### src/design/bitcall_pkg.sv
// Shared constants and types for the bit-test, skip and call execution unit
package bitcall_pkg;

   // ==========================================================================
   // Widths
   // ==========================================================================
   localparam int DATA_W   = 16;          // Working and file register width
   localparam int BITSEL_W = 4;           // Width of the bit select field
   localparam int TARGET_W = 23;          // Width of a call target
   localparam int HI_W     = TARGET_W - DATA_W;  // Upper target bits
   localparam int CNT_W    = 3;           // Cycle counter width

   // ==========================================================================
   // Operations handed over by the decoder
   // ==========================================================================
   typedef enum logic [2:0] {
      OP_BIT_TEST_SKIP_CLEAR = 3'h0,
      OP_BIT_TEST_SKIP_SET   = 3'h1,
      OP_TEST_SET_TO_CARRY   = 3'h2,
      OP_TEST_SET_TO_ZERO    = 3'h3,
      OP_CALL_LITERAL        = 3'h4,
      OP_CALL_INDIRECT       = 3'h5,
      OP_CALL_INDIRECT_LONG  = 3'h6
   } op_t;

   // ==========================================================================
   // Sequencer states, one-hot
   // ==========================================================================
   typedef enum logic [1:0] {
      ST_IDLE = 2'b01,
      ST_RUN  = 2'b10
   } state_t;

   // ==========================================================================
   // Word and cycle counts
   // ==========================================================================
   localparam logic [1:0]       WORDS_ONE      = 2'h1;
   localparam logic [1:0]       WORDS_TWO      = 2'h2;
   localparam logic [CNT_W-1:0] CYC_NO_SKIP    = 3'h1;  // Test with no skip
   localparam logic [CNT_W-1:0] CYC_SKIP_ONE   = 3'h2;  // Skip over one word
   localparam logic [CNT_W-1:0] CYC_SKIP_TWO   = 3'h3;  // Skip over two words
   localparam logic [CNT_W-1:0] CYC_CALL       = 3'h4;  // Any call form
   localparam logic [CNT_W-1:0] CYC_SFR_EXTRA  = 3'h1;  // Peripheral register access

   // ==========================================================================
   // Reset values
   // ==========================================================================
   localparam logic [DATA_W-1:0]   RST_DATA   = 16'h0000;
   localparam logic [TARGET_W-1:0] RST_TARGET = 23'h000000;
   localparam logic [CNT_W-1:0]    RST_CNT    = 3'h0;

endpackage : bitcall_pkg

### src/design/bit_test_skip_call_exec.sv
// Execution sequencer for bit test, skip, test-and-set and subroutine calls
`timescale 1ns/1ns

module bit_test_skip_call_exec #(
   parameter int DATA_W   = bitcall_pkg::DATA_W,
   parameter int BITSEL_W = bitcall_pkg::BITSEL_W
) (
   input  wire logic                               CLK_SYS_I,
   input  wire logic                               ARST_N_I,
   input  wire logic                               CE_I,
   input  wire logic                               ISSUE_VALID_I,
   output logic                                    ISSUE_READY_O,
   input  wire bitcall_pkg::op_t                   ISSUE_OP_I,
   input  wire logic [BITSEL_W-1:0]                BIT_SEL_I,
   input  wire logic [DATA_W-1:0]                  OPERAND_I,
   input  wire logic [bitcall_pkg::HI_W-1:0]       OPERAND_HI_I,
   input  wire logic                               OPERAND_IS_SFR_I,
   input  wire logic                               NEXT_TWO_WORD_I,
   input  wire logic [DATA_W-1:0]                  LIT_LO_I,
   input  wire logic [bitcall_pkg::HI_W-1:0]       LIT_HI_I,
   output logic                                    DONE_O,
   output logic [1:0]                              WORDS_O,
   output logic                                    SKIP_O,
   output logic [1:0]                              SKIP_WORDS_O,
   output logic                                    REG_WE_O,
   output logic [DATA_W-1:0]                       REG_WDATA_O,
   output logic                                    CARRY_WE_O,
   output logic                                    CARRY_O,
   output logic                                    ZERO_WE_O,
   output logic                                    ZERO_O,
   output logic                                    SFA_SET_O,
   output logic                                    PC_LOAD_O,
   output logic [bitcall_pkg::TARGET_W-1:0]        PC_TARGET_O
);

   // ==========================================================================
   // Elaboration check
   // ==========================================================================
   if (DATA_W != bitcall_pkg::DATA_W || BITSEL_W != bitcall_pkg::BITSEL_W) begin : g_bad
      $error("bit_test_skip_call_exec: widths must match the core datapath");
   end

   // ==========================================================================
   // Declarations
   // ==========================================================================
   bitcall_pkg::state_t                state_r;
   logic [bitcall_pkg::CNT_W-1:0]      cnt_r;
   logic [bitcall_pkg::CNT_W-1:0]      cnt_nxt;
   logic                               take;
   logic                               tested_bit;
   logic [DATA_W-1:0]                  set_value;
   logic                               is_skip_op;
   logic                               is_tset_op;
   logic                               is_call_op;
   logic                               skip_now;
   logic                               reg_we_r;
   logic                               carry_we_r;
   logic                               zero_we_r;
   logic                               call_r;
   logic                               skip_r;

   // ==========================================================================
   // Bit selection
   // ==========================================================================
   bit_pick_set #(
      .WIDTH (DATA_W),
      .SEL_W (BITSEL_W)
   ) u_pick (
      .value_i (OPERAND_I),
      .sel_i   (BIT_SEL_I),
      .bit_o   (tested_bit),
      .set_o   (set_value)
   );

   // ==========================================================================
   // Issue decode
   // ==========================================================================
   // Handshake is combinational so one-cycle ops can issue back to back
   assign DONE_O        = (state_r == bitcall_pkg::ST_RUN) && (cnt_r == bitcall_pkg::RST_CNT);
   assign ISSUE_READY_O = (state_r == bitcall_pkg::ST_IDLE) || DONE_O;
   assign take          = CE_I && ISSUE_VALID_I && ISSUE_READY_O;

   assign is_skip_op = (ISSUE_OP_I == bitcall_pkg::OP_BIT_TEST_SKIP_CLEAR)
                    || (ISSUE_OP_I == bitcall_pkg::OP_BIT_TEST_SKIP_SET);
   assign is_tset_op = (ISSUE_OP_I == bitcall_pkg::OP_TEST_SET_TO_CARRY)
                    || (ISSUE_OP_I == bitcall_pkg::OP_TEST_SET_TO_ZERO);
   assign is_call_op = !is_skip_op && !is_tset_op;

   // Skip on a clear bit or on a set bit, according to the op
   always_comb begin
      skip_now = 1'b0;
      if (ISSUE_OP_I == bitcall_pkg::OP_BIT_TEST_SKIP_CLEAR) begin
         skip_now = !tested_bit;
      end else if (ISSUE_OP_I == bitcall_pkg::OP_BIT_TEST_SKIP_SET) begin
         skip_now = tested_bit;
      end
   end

   // Cycles remaining after the first, loaded when an op is taken
   always_comb begin
      logic [bitcall_pkg::CNT_W-1:0] total;
      total = bitcall_pkg::CYC_NO_SKIP;
      if (is_call_op) begin
         total = bitcall_pkg::CYC_CALL;
      end else if (skip_now) begin
         // The skipped word or words are fetched and discarded
         total = NEXT_TWO_WORD_I ? bitcall_pkg::CYC_SKIP_TWO
                                 : bitcall_pkg::CYC_SKIP_ONE;
      end
      if (!is_call_op && OPERAND_IS_SFR_I) begin
         // Peripheral registers sit behind a slower bus
         total = total + bitcall_pkg::CYC_SFR_EXTRA;
      end
      cnt_nxt = total - bitcall_pkg::CYC_NO_SKIP;
   end

   // ==========================================================================
   // Sequencer
   // ==========================================================================
   always_ff @(posedge CLK_SYS_I or negedge ARST_N_I) begin
      if (!ARST_N_I) begin
         state_r <= bitcall_pkg::ST_IDLE;
         cnt_r   <= bitcall_pkg::RST_CNT;
      end else if (CE_I) begin
         unique case (state_r)
            bitcall_pkg::ST_IDLE: begin
               if (take) begin
                  state_r <= bitcall_pkg::ST_RUN;
                  cnt_r   <= cnt_nxt;
               end
            end
            bitcall_pkg::ST_RUN: begin
               if (take) begin
                  cnt_r <= cnt_nxt;
               end else if (DONE_O) begin
                  state_r <= bitcall_pkg::ST_IDLE;
               end else begin
                  cnt_r <= cnt_r - bitcall_pkg::CYC_NO_SKIP;
               end
            end
            default: begin
               state_r <= bitcall_pkg::ST_IDLE;
               cnt_r   <= bitcall_pkg::RST_CNT;
            end
         endcase
      end
   end

   // ==========================================================================
   // Result registers, captured when an op is taken
   // ==========================================================================
   always_ff @(posedge CLK_SYS_I or negedge ARST_N_I) begin
      if (!ARST_N_I) begin
         reg_we_r     <= 1'b0;
         carry_we_r   <= 1'b0;
         zero_we_r    <= 1'b0;
         call_r       <= 1'b0;
         skip_r       <= 1'b0;
         WORDS_O      <= bitcall_pkg::WORDS_ONE;
         SKIP_WORDS_O <= 2'h0;
         REG_WDATA_O  <= bitcall_pkg::RST_DATA;
         CARRY_O      <= 1'b0;
         ZERO_O       <= 1'b0;
         PC_TARGET_O  <= bitcall_pkg::RST_TARGET;
      end else if (take) begin
         // Skip ops leave every flag alone
         reg_we_r     <= is_tset_op;
         carry_we_r   <= (ISSUE_OP_I == bitcall_pkg::OP_TEST_SET_TO_CARRY);
         zero_we_r    <= (ISSUE_OP_I == bitcall_pkg::OP_TEST_SET_TO_ZERO);
         call_r       <= is_call_op;
         skip_r       <= skip_now;
         SKIP_WORDS_O <= !skip_now ? 2'h0
                       : NEXT_TWO_WORD_I ? bitcall_pkg::WORDS_TWO
                       : bitcall_pkg::WORDS_ONE;
         WORDS_O      <= (ISSUE_OP_I == bitcall_pkg::OP_CALL_LITERAL) ?
                         bitcall_pkg::WORDS_TWO : bitcall_pkg::WORDS_ONE;
         REG_WDATA_O  <= set_value;
         CARRY_O      <= tested_bit;
         ZERO_O       <= !tested_bit;
         // Short indirect calls reach only the low 64K words
         unique case (ISSUE_OP_I)
            bitcall_pkg::OP_CALL_LITERAL:
               PC_TARGET_O <= {LIT_HI_I, LIT_LO_I};
            bitcall_pkg::OP_CALL_INDIRECT_LONG:
               PC_TARGET_O <= {OPERAND_HI_I, OPERAND_I};
            default:
               PC_TARGET_O <= {{bitcall_pkg::HI_W{1'b0}}, OPERAND_I};
         endcase
      end
   end

   // ==========================================================================
   // Strobes, valid only in the finishing cycle
   // ==========================================================================
   assign REG_WE_O   = DONE_O && reg_we_r;
   assign CARRY_WE_O = DONE_O && carry_we_r;
   assign ZERO_WE_O  = DONE_O && zero_we_r;
   assign SFA_SET_O  = DONE_O && call_r;
   assign PC_LOAD_O  = DONE_O && call_r;
   assign SKIP_O     = DONE_O && skip_r;
endmodule : bit_test_skip_call_exec

### src/design/bit_pick_set.sv
// Selects one bit of a word and forms the same word with that bit forced high
`timescale 1ns/1ns

module bit_pick_set #(
   parameter int WIDTH = 16,
   parameter int SEL_W = 4
) (
   input  wire logic [WIDTH-1:0] value_i,
   input  wire logic [SEL_W-1:0] sel_i,
   output logic                  bit_o,
   output logic [WIDTH-1:0]      set_o
);

   // ==========================================================================
   // Elaboration check
   // ==========================================================================
   // The select field must address exactly the bits of the word
   if (WIDTH != (1 << SEL_W)) begin : g_bad_width
      $error("bit_pick_set: WIDTH must equal two to the power SEL_W");
   end

   // ==========================================================================
   // Per-bit set logic
   // ==========================================================================
   // One OR gate per bit keeps the set path shallow
   for (genvar i = 0; i < WIDTH; i++) begin : g_bit
      assign set_o[i] = value_i[i] | (sel_i == SEL_W'(i));
   end

   // Tested bit before the set takes effect
   assign bit_o = value_i[sel_i];

endmodule : bit_pick_set

### config.mk
export PLATFORM = sky130hd
export DESIGN_NAME = bit_test_skip_call_exec
export DESIGN_NICKNAME = d
export VERILOG_FILES = /design/src/design/bitcall_pkg.sv /design/src/design/bit_test_skip_call_exec.sv /design/src/design/bit_pick_set.sv
export SDC_FILE = /design/constraint.sdc
export NUM_CORES = 1
export LEC_CHECK = 0
export BUFFER_PORTS_ARGS = -buffer_cell sky130_fd_sc_hd__buf_2
export CAP_MARGIN = 20
export CORE_UTILIZATION = 49
export DETAILED_ROUTE_END_ITERATION = 8
export PLACE_DENSITY = 0.8
export SYNTH_ARGS = -nofsm -noshare
export SYNTH_HDL_FRONTEND = slang
export SYNTH_HIERARCHICAL = 1
export SYNTH_SLANG_ARGS = --single-unit
### constraint.sdc
create_clock -name CLK_SYS_I -period 2.4 [get_ports CLK_SYS_I]
set_input_delay 0.48 -clock CLK_SYS_I [delete_from_list [all_inputs] [get_ports CLK_SYS_I]]
set_output_delay 0.48 -clock CLK_SYS_I [all_outputs]
set_load 0.02 [all_outputs]
==> results of run 1 <==
state kept, by name, indices dropped and copies added (netlist names), 2 cells and up:
name,cells
REG_WDATA_O,16
SKIP_WORDS_O,2
state_r,2
PC_TARGET_O,23
WORDS_O,2
cnt_r,3
worst paths after layout:
path / end / from / slack (ns) / depth (start not counted)
max: cnt_r[1]$_DFFE_PN0P_ / OPERAND_I[0] / -0.57 / 16
min: REG_WDATA_O[2]$_DFFE_PN0P_ / ARST_N_I / 0.20 / 1
max reg2reg: skip_r$_DFFE_PN0P_ / state_r[0]$_DFFE_PN1P_ / 0.25 / 7
min reg2reg: REG_WDATA_O[2]$_DFFE_PN0P_ / REG_WDATA_O[2]$_DFFE_PN0P_ / 0.48 / 2
max in group asynchronous: state_r[0]$_DFFE_PN1P_ / ARST_N_I / 1.55 / 2
min in group CLK_SYS_I: PC_TARGET_O[16]$_DFFE_PN0P_ / OPERAND_HI_I[0] / 0.42 / 3
metal layers:
layer | up-vias | part of all wire (%) | track usage [%]
li1 | 1362 | - | -
met1 | 1307 | 44 | 36.8
met2 | 114 | 47 | 42.7
met3 | 16 | 5.7 | 5.03
met4 | 0 | 2.7 | 10.7
met5 | - | 0 | 0
where the power goes:
part	total (mW)	switching, mW	leakage [nW]	internal (mW)
Sequential	1.57	0.218	0.685	1.35
Combinational	2.00	1.26	1.40	0.747
Clock	0.713	0.296	0.0654	0.417
cell type report:
| class | instances | share of cell area (%) |
|---|---|---|
| well taps | 72 | 2.23 |
| multi-input cells | 231 | 36.8 |
| clock inverters | 2 | 1.49 |
| flip-flops and latches | 55 | 34.1 |
| clock buffers | 6 | 1.80 |
| repair buffers | 149 | 22.6 |
| inverters | 10 | 0.930 |
worst reg2reg max path: cells and delay by family, from the launching register on:
family,cells,cell delay [ns]
DFF,1,0.56
and+or+nand+nor,2,0.51
buffers and inverters,2,0.46
adders and majority gates,1,0.30
AOI/OAI and AO/OA,2,0.21
cell families after synthesis:
| logic type | after synthesis | synth area share, % |
|---|---|---|
| xor gates and xnor gates | 2 | 0.593 |
| and+or+nand+nor | 134 | 19.8 |
| AOI/OAI and AO/OA | 69 | 16.4 |
| buffers and inverters | 28 | 5.38 |
| adders and majority gates | 6 | 2.54 |
| DFF | 55 | 46.7 |
| muxes | 20 | 8.60 |
placed cells by master, fill, tap and decap left out, types with 5 or more instances in the layout:
cell type / Yosys / routed
a221oi_1: 7 / 7
a31o_2: 6 / 6
dfrtp_1: 53 / 53
o21ai_2: 6 / 6
and3_1: 5 / 5
buf_4: 4 / 33
o21ai_0: 15 / 13
a21o_1: 9 / 9
nand2_1: 87 / 86
buf_2: 6 / 108
o31ai_1: 6 / 6
nor2_1: 20 / 19
clkbuf_8: 0 / 5
a21oi_1: 7 / 7
mux2i_1: 16 / 16
inv_1: 9 / 9
nor2b_1: 6 / 6
o21ai_1: 5 / 7
ha_1: 6 / 5
timing repair:
item | in CTS | in global routing
pin swaps | 7 | 5
endpoints found under the setup margin | 2 | 3
hold endpoints to repair | 0 | 0
gates resized for setup | 11 | 0
metrics by stage:
step           setup WS (ns)  std cells  power [mW]  cell area (um2)
2_1_floorplan         -0.699        314        2.82             2980
3_3_place_gp          -0.892        517        3.50             3850
3_5_place_dp          -0.987        517        3.56             3850
4_1_cts               -0.636        525        4.30             4040
5_1_grt               -0.694        525        4.58             4040
6_report              -0.574        525        4.28             4040
==> results.yml, run 1 <==
status:
  status: "complete, but fails checks"
  violations: "setup timing"
sta:
  holdWs_ns: 0.201
  tightest_slew_ns: 0.666
  setup_slack_ns: -0.574
  skew_ns: 0.00478
  period_needed_ns: 2.97
  fmax_mhz: 336
  grt_setup_unrepaired: "true"
  finalSetupTns_ns: -0.964
  maxSlewViolCount: 0
  finalCritPeriodShare_pct: 124
  maxSlewHeadroom_pct: 55.6
  finalSetupViolCount: 2
  hold_viol: 0
finish:
  fin_util_pct: 71.6
  final_net_count: 517
  areaGrowthSynthToFinish_pct: 36.7
  fillers: 435
  final-seq-area_mm2: 0.00138
  antenna_cells: 0
  drive_gt1_share_pct: 41.9
  multi_input_area_mm2: 0.00149
die:
  fp.dieArea_mm2: 0.00634
  die_w_um: 79.6
  rows: 27
  ios: 112
  start_util_pct: 52.3
  die_h_um: 79.6
  core_mm2: 0.00564
cts:
  cts_buffers: 5
  insertion_delay_ns: 0.30
  cts_buffer_depth: 2
  hold_buffers: 0
  cts_sinks: 55
  post_cts_buffers: 0
  clk_pin_slew_ns: 0.09
  cts_root_buffer: "clkbuf_8"
  cts_tree: "built"
  h-tree-depth: 2
yosys:
  ys_seq_area_share_pct: 46.7
  netlist_instances: 314
  synth_cell_types: 47
  ys_warn_count: 6
  synth_top_area_cell: "dfrtp_1"
  synth_top_area_share_pct: 44.9
  synth_fp_nets: 379
  async_flop_share_pct: 100
  synthTopCellsByCount: "nand2_1, dfrtp_1, nor2_1, mux2i_1, o21ai_0"
  ys_top_cells_by_area: "dfrtp_1, nand2_1, mux2i_1"
  synth_most_common_cell: "nand2_1"
  ys.flop_type: "dfrtp_1"
  synth_seq_cells: 55
  synth_edf_count: 0
  avgSynthCellArea_um2: 9.40
  netlist_area_mm2: 0.00295
critical_path:
  crit_family: "compound AO/OA/AOI/OAI gates"
  cp_max_fo: 3
  cpMaxStageDelayCell: "mux4_2"
  required_ns: 2.62
  cp-end-kind: "flop"
  crit_chain: "buf_2 -> mux4_2 -> a22oi_2 -> nand3_4 -> xor2_2 -> or2_4 -> nor2_2 -> nor2_1 -> ha_1 -> nand2_1 -> o21ai_1 -> nand2_1 -> ha_4 -> o32ai_2 -> a21oi_1 -> o31ai_1"
  path_buf_inv: 1
  slowest_delay_ns: 0.45
  cpMostUsedCell: "nand2_1"
  cp.arrival_ns: 3.19
  critPathKind: "in -> reg"
  timing.critical_path.from_type: "primary input"
hold_path:
  hp-class: "in -> async"
placement:
  hpwlAfterDp_um: 6150
  gp_congestion: 0.940
  port_buffers: 111
routing:
  initialDrtViolationCount: 145
  avgViaCountPerCell: 5.33
  ant_nets: 0
  wl_per_cell_um: 15.3
  dr.pass1.iters: 5
  wl_um: 8030
  vias: 2799
  route.detailed.drc: 0
grt:
  antenna_found_initial: 0
  grt-ovfl-total: 0
  grt_pass1_wl_um: 13100
  grt_max_degree: 36
  grt_pass1_vias: 2655
  grt_usage_pct: 27.1
pwr:
  p_leak_nw: 2.15
  power_density_mw_per_mm2: 1060
  ir_worst_vdd_mv: 0.587
flow_run:
  maxCapViolations: 0
(Power assumes the default switching activity.)
==> run 2, diff against run 1 <==
--- a/config.mk
+++ b/config.mk
@@ -7,8 +7,10 @@
 export LEC_CHECK = 0
 export BUFFER_PORTS_ARGS = -buffer_cell sky130_fd_sc_hd__buf_2
 export CAP_MARGIN = 20
+export CORE_MARGIN = 8
 export CORE_UTILIZATION = 49
 export DETAILED_ROUTE_END_ITERATION = 8
+export GPL_TIMING_DRIVEN = 0
 export PLACE_DENSITY = 0.8
 export SYNTH_ARGS = -nofsm -noshare
 export SYNTH_HDL_FRONTEND = slang
==> run 2 against run 1 <==
The run still ends with setup timing left. Combinational power is essentially flat. Non-clock buffer count shrank 16. Wire length grew 7.3%. Hold slack lost 0.015 ns. Register-to-register slack gained 0.03 ns. Global-route usage shrank 7.2 points. Die area grew 38%. Clock power shrank 31%. Clock skew grew 0.00067 ns. Via count shrank 3.5%. Sequential cell count is the same. Largest power group unchanged. Highest routed layer unchanged.
==> results.yml, run 2 (synthesis gave the netlist of run 1 again) <==
routing:
  ant_nets: 0
  wl_um: 8620
  wl_per_cell_um: 16.8
  avgViaCountPerCell: 5.28
  dr.pass1.iters: 4
  vias: 2701
  route.detailed.drc: 0
  initialDrtViolationCount: 138
grt:
  grt_pass1_vias: 2756
  met1_usage_pct: 24.8
  busiest_layer: "met2"
  grt_use_met3_pct: 4.97
  grt-ovfl-total: 0
  grt_pass1_wl_um: 14000
  grt_usage_pct: 20.0
  grt_max_degree: 31
  antenna_found_initial: 0
  grt_use_met2_pct: 32.4
finish:
  fillers: 502
  largest_register_ff_count: 23
  final_cell_mix: "buf_2, nand2_1, dfrtp_1"
  antenna_cells: 0
  fin_util_pct: 65.4
  top_register: "PC_TARGET_O"
  areaGrowthSynthToFinish_pct: 30.3
  layout.cells.most_common: "buf_2"
  reg_top3: "PC_TARGET_O x23, REG_WDATA_O x16, cnt_r x3"
  drive_gt1_share_pct: 38.4
  final_net_count: 501
  final_area_mm2: 0.00385
  final_cells: 512
status:
  status: "complete, but fails checks"
  violations: "setup timing"
cts:
  cts_buffer_depth: 2
  insertion_delay_ns: 0.30
  cts_tree: "built"
  hold_buffers: 0
  cts_root_buffer: "clkbuf_8"
  cts_buffers: 5
  clk_pin_slew_ns: 0.09
  h-tree-depth: 2
  cts_sinks: 55
sta:
  maxSlewViolCount: 0
  finalCritPeriodShare_pct: 126
  tightest_slew_ns: 0.622
  period_needed_ns: 3.02
  holdWs_ns: 0.186
  finalSetupViolCount: 2
  maxSlewHeadroom_pct: 58.5
  hold_viol: 0
  grt_setup_unrepaired: "true"
  fmax_mhz: 331
  skew_ns: 0.00546
  setup_slack_ns: -0.620
pwr:
  ir_worst_vdd_mv: 0.543
  p_leak_nw: 2.02
  power_density_mw_per_mm2: 1050
die:
  die_h_um: 93.6
  core_mm2: 0.00589
  die_w_um: 93.6
  rows: 28
  fp.dieArea_mm2: 0.00877
  start_util_pct: 50.2
  ios: 112
placement:
  gp_congestion: 0.887
  dp.cells: 501
  placed_area_mm2: 0.00365
  port_buffers: 111
  place_worst_setup_slack_ns: -1.08
  hpwlAfterDp_um: 6830
hold_path:
  hp-class: "in -> async"
critical_path:
  crit_family: "compound AO/OA/AOI/OAI gates"
  cpMaxStageDelayCell: "mux4_2"
  cpMostUsedCell: "nand2_1"
  worstReg2RegStart: "cnt_r[0]$_DFFE_PN0P_"
  cp-end-kind: "flop"
  timing.critical_path.from_type: "primary input"
  cp.arrival_ns: 3.23
  worstSetupStartpoint: "BIT_SEL_I[1]"
  reg2reg_to: "PC_TARGET_O[3]$_DFFE_PN0P_"
  required_ns: 2.61
  path_buf_inv: 2
  critPathKind: "in -> reg"
  crit_chain: "buf_6 -> mux4_2 -> a22oi_2 -> nand3_4 -> xor2_4 -> or3_4 -> inv_1 -> ha_1 -> nand2_1 -> o21ai_1 -> nand2_1 -> ha_4 -> o32ai_2 -> a21oi_1 -> o31ai_1"
  slowest_delay_ns: 0.51
  regToRegSetupSlack_ns: 0.28
  cp-endpoint: "cnt_r[1]$_DFFE_PN0P_"
  crit_cells: 15
  cp_max_fo: 4
  r2r_cells: 10
flow_run:
  maxCapViolations: 0
-- run 2: cell count changes in the layout (fill, tap and decap cells not counted), moves of 2 or more --
cell / delta
buf_4: -26
bufinv_16: -2
buf_6: +3
buf_12: -2
clkbuf_1: +5
buf_2: +3
-- run 2: final cells by class --
class	count	area, um2	share of cell area [%]
clock inverters	1	5.00	0.130
inverters	10	37.5	0.976
flip-flops and latches	55	1380	35.8
repair buffers	115	639	16.6
plain buffers	18	125	3.25
well taps	75	93.8	2.44
clock buffers	7	76.3	1.98
multi-input cells	231	1490	38.8
-- run 2: worst reg2reg max path, stage by stage, from the launching register on --
cell	delay [ns]
dfrtp_1	0.36
inv_1	0.06
ha_1	0.20
ha_1	0.23
a21oi_1	0.27
inv_1	0.10
nand3_1	0.13
buf_2	0.25
buf_2	0.27
nand2_1	0.09
o21ai_0	0.08
-- run 2: worst min-delay path by stage --
stage	from	endpoint	depth (start not counted)	slack [ns]
after global routing	ARST_N_I	REG_WDATA_O[7]$_DFFE_PN0P_	1	0.22
after CTS	ARST_N_I	PC_TARGET_O[7]$_DFFE_PN0P_	1	0.20
after floorplan	ARST_N_I	CARRY_O$_DFFE_PN0P_	0	0.18
after detailed placement	REG_WDATA_O[12]$_DFFE_PN0P_	REG_WDATA_O[12]$_DFFE_PN0P_	2	0.46
after global placement	REG_WDATA_O[7]$_DFFE_PN0P_	REG_WDATA_O[7]$_DFFE_PN0P_	2	0.45
final	ARST_N_I	PC_TARGET_O[7]$_DFFE_PN0P_	1	0.19
-- run 2: stage by stage --
stage	power [mW]	TNS [ns]
detailed placement	3.55	-1.94
global route	4.36	-1.20
CTS	4.07	-0.960
floorplan	2.82	-1.14
global placement	3.47	-1.80
finish	4.06	-1.02
-- run 2: power by group --
| group | internal (mW) | leakage (nW) | switching [mW] |
|---|---|---|---|
| clock | 0.206 | 0.0422 | 0.287 |
| combinational | 0.716 | 1.30 | 1.28 |
| sequential | 1.35 | 0.685 | 0.221 |
-- run 2: per-layer routing --
layer	share of wire, %	vias to the layer above
li1	-	1333
met1	41	1265
met2	50	89
met3	6.9	14
met4	2.2	0
met5	0	-
-- run 2: timing repair --
action / CTS / global route
pin swaps: 4 / 2
setup buffers: 3 / 0
resized for setup: 13 / 8
endpoints found under the setup margin: 2 / 8
==> run 3, diff against run 2 <==
--- a/config.mk
+++ b/config.mk
@@ -5,9 +5,9 @@
 export SDC_FILE = /design/constraint.sdc
 export NUM_CORES = 1
 export LEC_CHECK = 0
-export BUFFER_PORTS_ARGS = -buffer_cell sky130_fd_sc_hd__buf_2
+export BUFFER_PORTS_ARGS = -buffer_cell sky130_fd_sc_hd__clkbuf_2
 export CAP_MARGIN = 20
-export CORE_MARGIN = 8
+export CORE_MARGIN = 10
 export CORE_UTILIZATION = 49
 export DETAILED_ROUTE_END_ITERATION = 8
 export GPL_TIMING_DRIVEN = 0
==> run 3 against run 2 <==
Cell area grew 2.0%. Global-route usage shrank 1.9 points. Clock power grew 46%. Sequential cell count is the same. The flow still finishes with violations (setup timing).
==> results.yml, run 3 (synthesis gave the netlist of run 1 again) <==
status:
  status: "complete, but fails checks"
  violations: "setup timing"
sta:
  holdWs_ns: 0.170
  tightest_slew_ns: 0.642
  finalSetupViolCount: 2
  fmax_mhz: 325
  maxSlewHeadroom_pct: 57.2
  hold_viol: 0
  setup_slack_ns: -0.675
  period_needed_ns: 3.07
  grt_setup_unrepaired: "true"
  maxSlewViolCount: 0
  skew_ns: 0.00498
  finalCritPeriodShare_pct: 128
pwr:
  p_switching_mw: 1.83
  ir_worst_vdd_mv: 0.559
  seq_power_share_pct: 36.6
  clkPwrFrac_pct: 16.7
  power.share.combinational_pct: 46.7
  p_leak_nw: 2.05
  swShare_pct: 42.5
  p_int_mw: 2.48
  power_density_mw_per_mm2: 1100
die:
  die_w_um: 97.6
  core_mm2: 0.00589
  rows: 28
  die_h_um: 97.6
  fp.dieArea_mm2: 0.00953
  ios: 112
  start_util_pct: 50.2
critical_path:
  cp.arrival_ns: 3.30
  critPathKind: "in -> reg"
  worstSetupStartpoint: "BIT_SEL_I[1]"
  timing.critical_path.from_type: "primary input"
  cp-end-kind: "flop"
  cp_max_fo: 4
  worstReg2RegStart: "cnt_r[0]$_DFFE_PN0P_"
  required_ns: 2.62
routing:
  wl_per_cell_um: 17.6
  vias: 2703
  route.detailed.drc: 0
  dr.pass1.iters: 4
  wl_um: 9000
  avgViaCountPerCell: 5.28
  initialDrtViolationCount: 154
  ant_nets: 0
cts:
  cts_tree: "built"
  cts_buffer_depth: 2
  h-tree-depth: 2
  cts_root_buffer: "clkbuf_8"
  insertion_delay_ns: 0.31
  cts_sinks: 55
  clk_pin_slew_ns: 0.10
  cts_buffers: 5
placement:
  hpwlAfterDp_um: 7060
  place_worst_setup_slack_ns: -1.11
  port_buffers: 111
  gp_congestion: 0.855
  placed_area_mm2: 0.00365
  dp.cells: 501
finish:
  areaGrowthSynthToFinish_pct: 32.8
  top_register: "PC_TARGET_O"
  final_area_mm2: 0.00392
  antenna_cells: 0
  final_net_count: 501
  final_cells: 512
  final_cell_mix: "clkbuf_2, nand2_1, dfrtp_1"
  drive_gt1_share_pct: 39.1
  layout.cells.most_common: "clkbuf_2"
  reg_top3: "PC_TARGET_O x23, REG_WDATA_O x16, cnt_r x3"
  largest_register_ff_count: 23
grt:
  grt_pass1_vias: 2796
  grt-ovfl-total: 0
  grt_usage_pct: 18.1
  antenna_found_initial: 0
  grt_max_degree: 33
  grt_pass1_wl_um: 14300
hold_path:
  hp-class: "in -> async"
flow_run:
  maxCapViolations: 0
-- run 3: final timing paths --
check	endpoint	slack [ns]	depth (start not counted)
worst max-delay path	cnt_r[1]$_DFFE_PN0P_	-0.67	16
worst min-delay path	PC_TARGET_O[7]$_DFFE_PN0P_	0.17	1
worst max register to register	PC_TARGET_O[2]$_DFFE_PN0P_	0.24	10
worst min register to register	REG_WDATA_O[1]$_DFFE_PN0P_	0.48	2
max in group asynchronous	state_r[0]$_DFFE_PN1P_	1.56	2
min in group CLK_SYS_I	PC_TARGET_O[22]$_DFFE_PN0P_	0.43	3
-- run 3: per-layer routing --
layer,GRT usage [%],vias to the layer above,part of all wire [%]
met5,0,-,0
met4,6.38,0,2.2
met3,4.55,18,5.9
met2,30.4,95,50
met1,21.8,1257,41
li1,-,1333,-
-- run 3: worst max-delay path: stages --
cell	delay [ns]
buf_8	0.07
mux4_2	0.49
a22oi_2	0.27
nand3_4	0.15
xor2_4	0.18
or2_4	0.24
nor2_2	0.08
nor2_1	0.05
ha_1	0.27
nand2_1	0.05
o21ai_1	0.07
nand2_1	0.10
ha_4	0.26
o32ai_4	0.19
a21oi_1	0.09
o31ai_1	0.23
-- run 3: what timing repair did --
| item | in CTS | in global routing |
|---|---|---|
| hold buffers | 0 | 0 |
| pin swaps | 3 | 8 |
| endpoints found under the hold margin | 0 | 0 |
| resized for setup | 8 | 17 |
| setup buffers | 3 | 1 |
| setup endpoints to repair | 3 | 21 |
-- run 3: through the flow --
step | TNS (ns) | total power [mW] | util (%)
3_5_place_dp | -2.07 | 3.56 | 62.1
2_1_floorplan | -1.14 | 2.82 | -
4_1_cts | -1.05 | 4.30 | 65.5
5_1_grt | -1.36 | 4.61 | 66.6
3_3_place_gp | -1.82 | 3.48 | 61.7
6_report | -1.12 | 4.31 | 66.6
-- run 3: final cells by class --
type,instances,area (um2)
clock buffers,6,72.6
well taps,75,93.8
repair buffers,116,649
flip-flops and latches,55,1380
multi-input cells,231,1510
clock inverters,2,60.1
inverters,10,37.5
fillers,482,1960
plain buffers,17,118
-- run 3: power groups by stage --
stage	logic (mW)	clock network [mW]	registers, mW
after CTS	1.99	0.724	1.58
after floorplan	0.817	0	2.00
final	2.01	0.718	1.58
after global placement	1.91	0	1.57
after global routing	2.21	0.764	1.64
after detailed placement	1.96	0	1.60
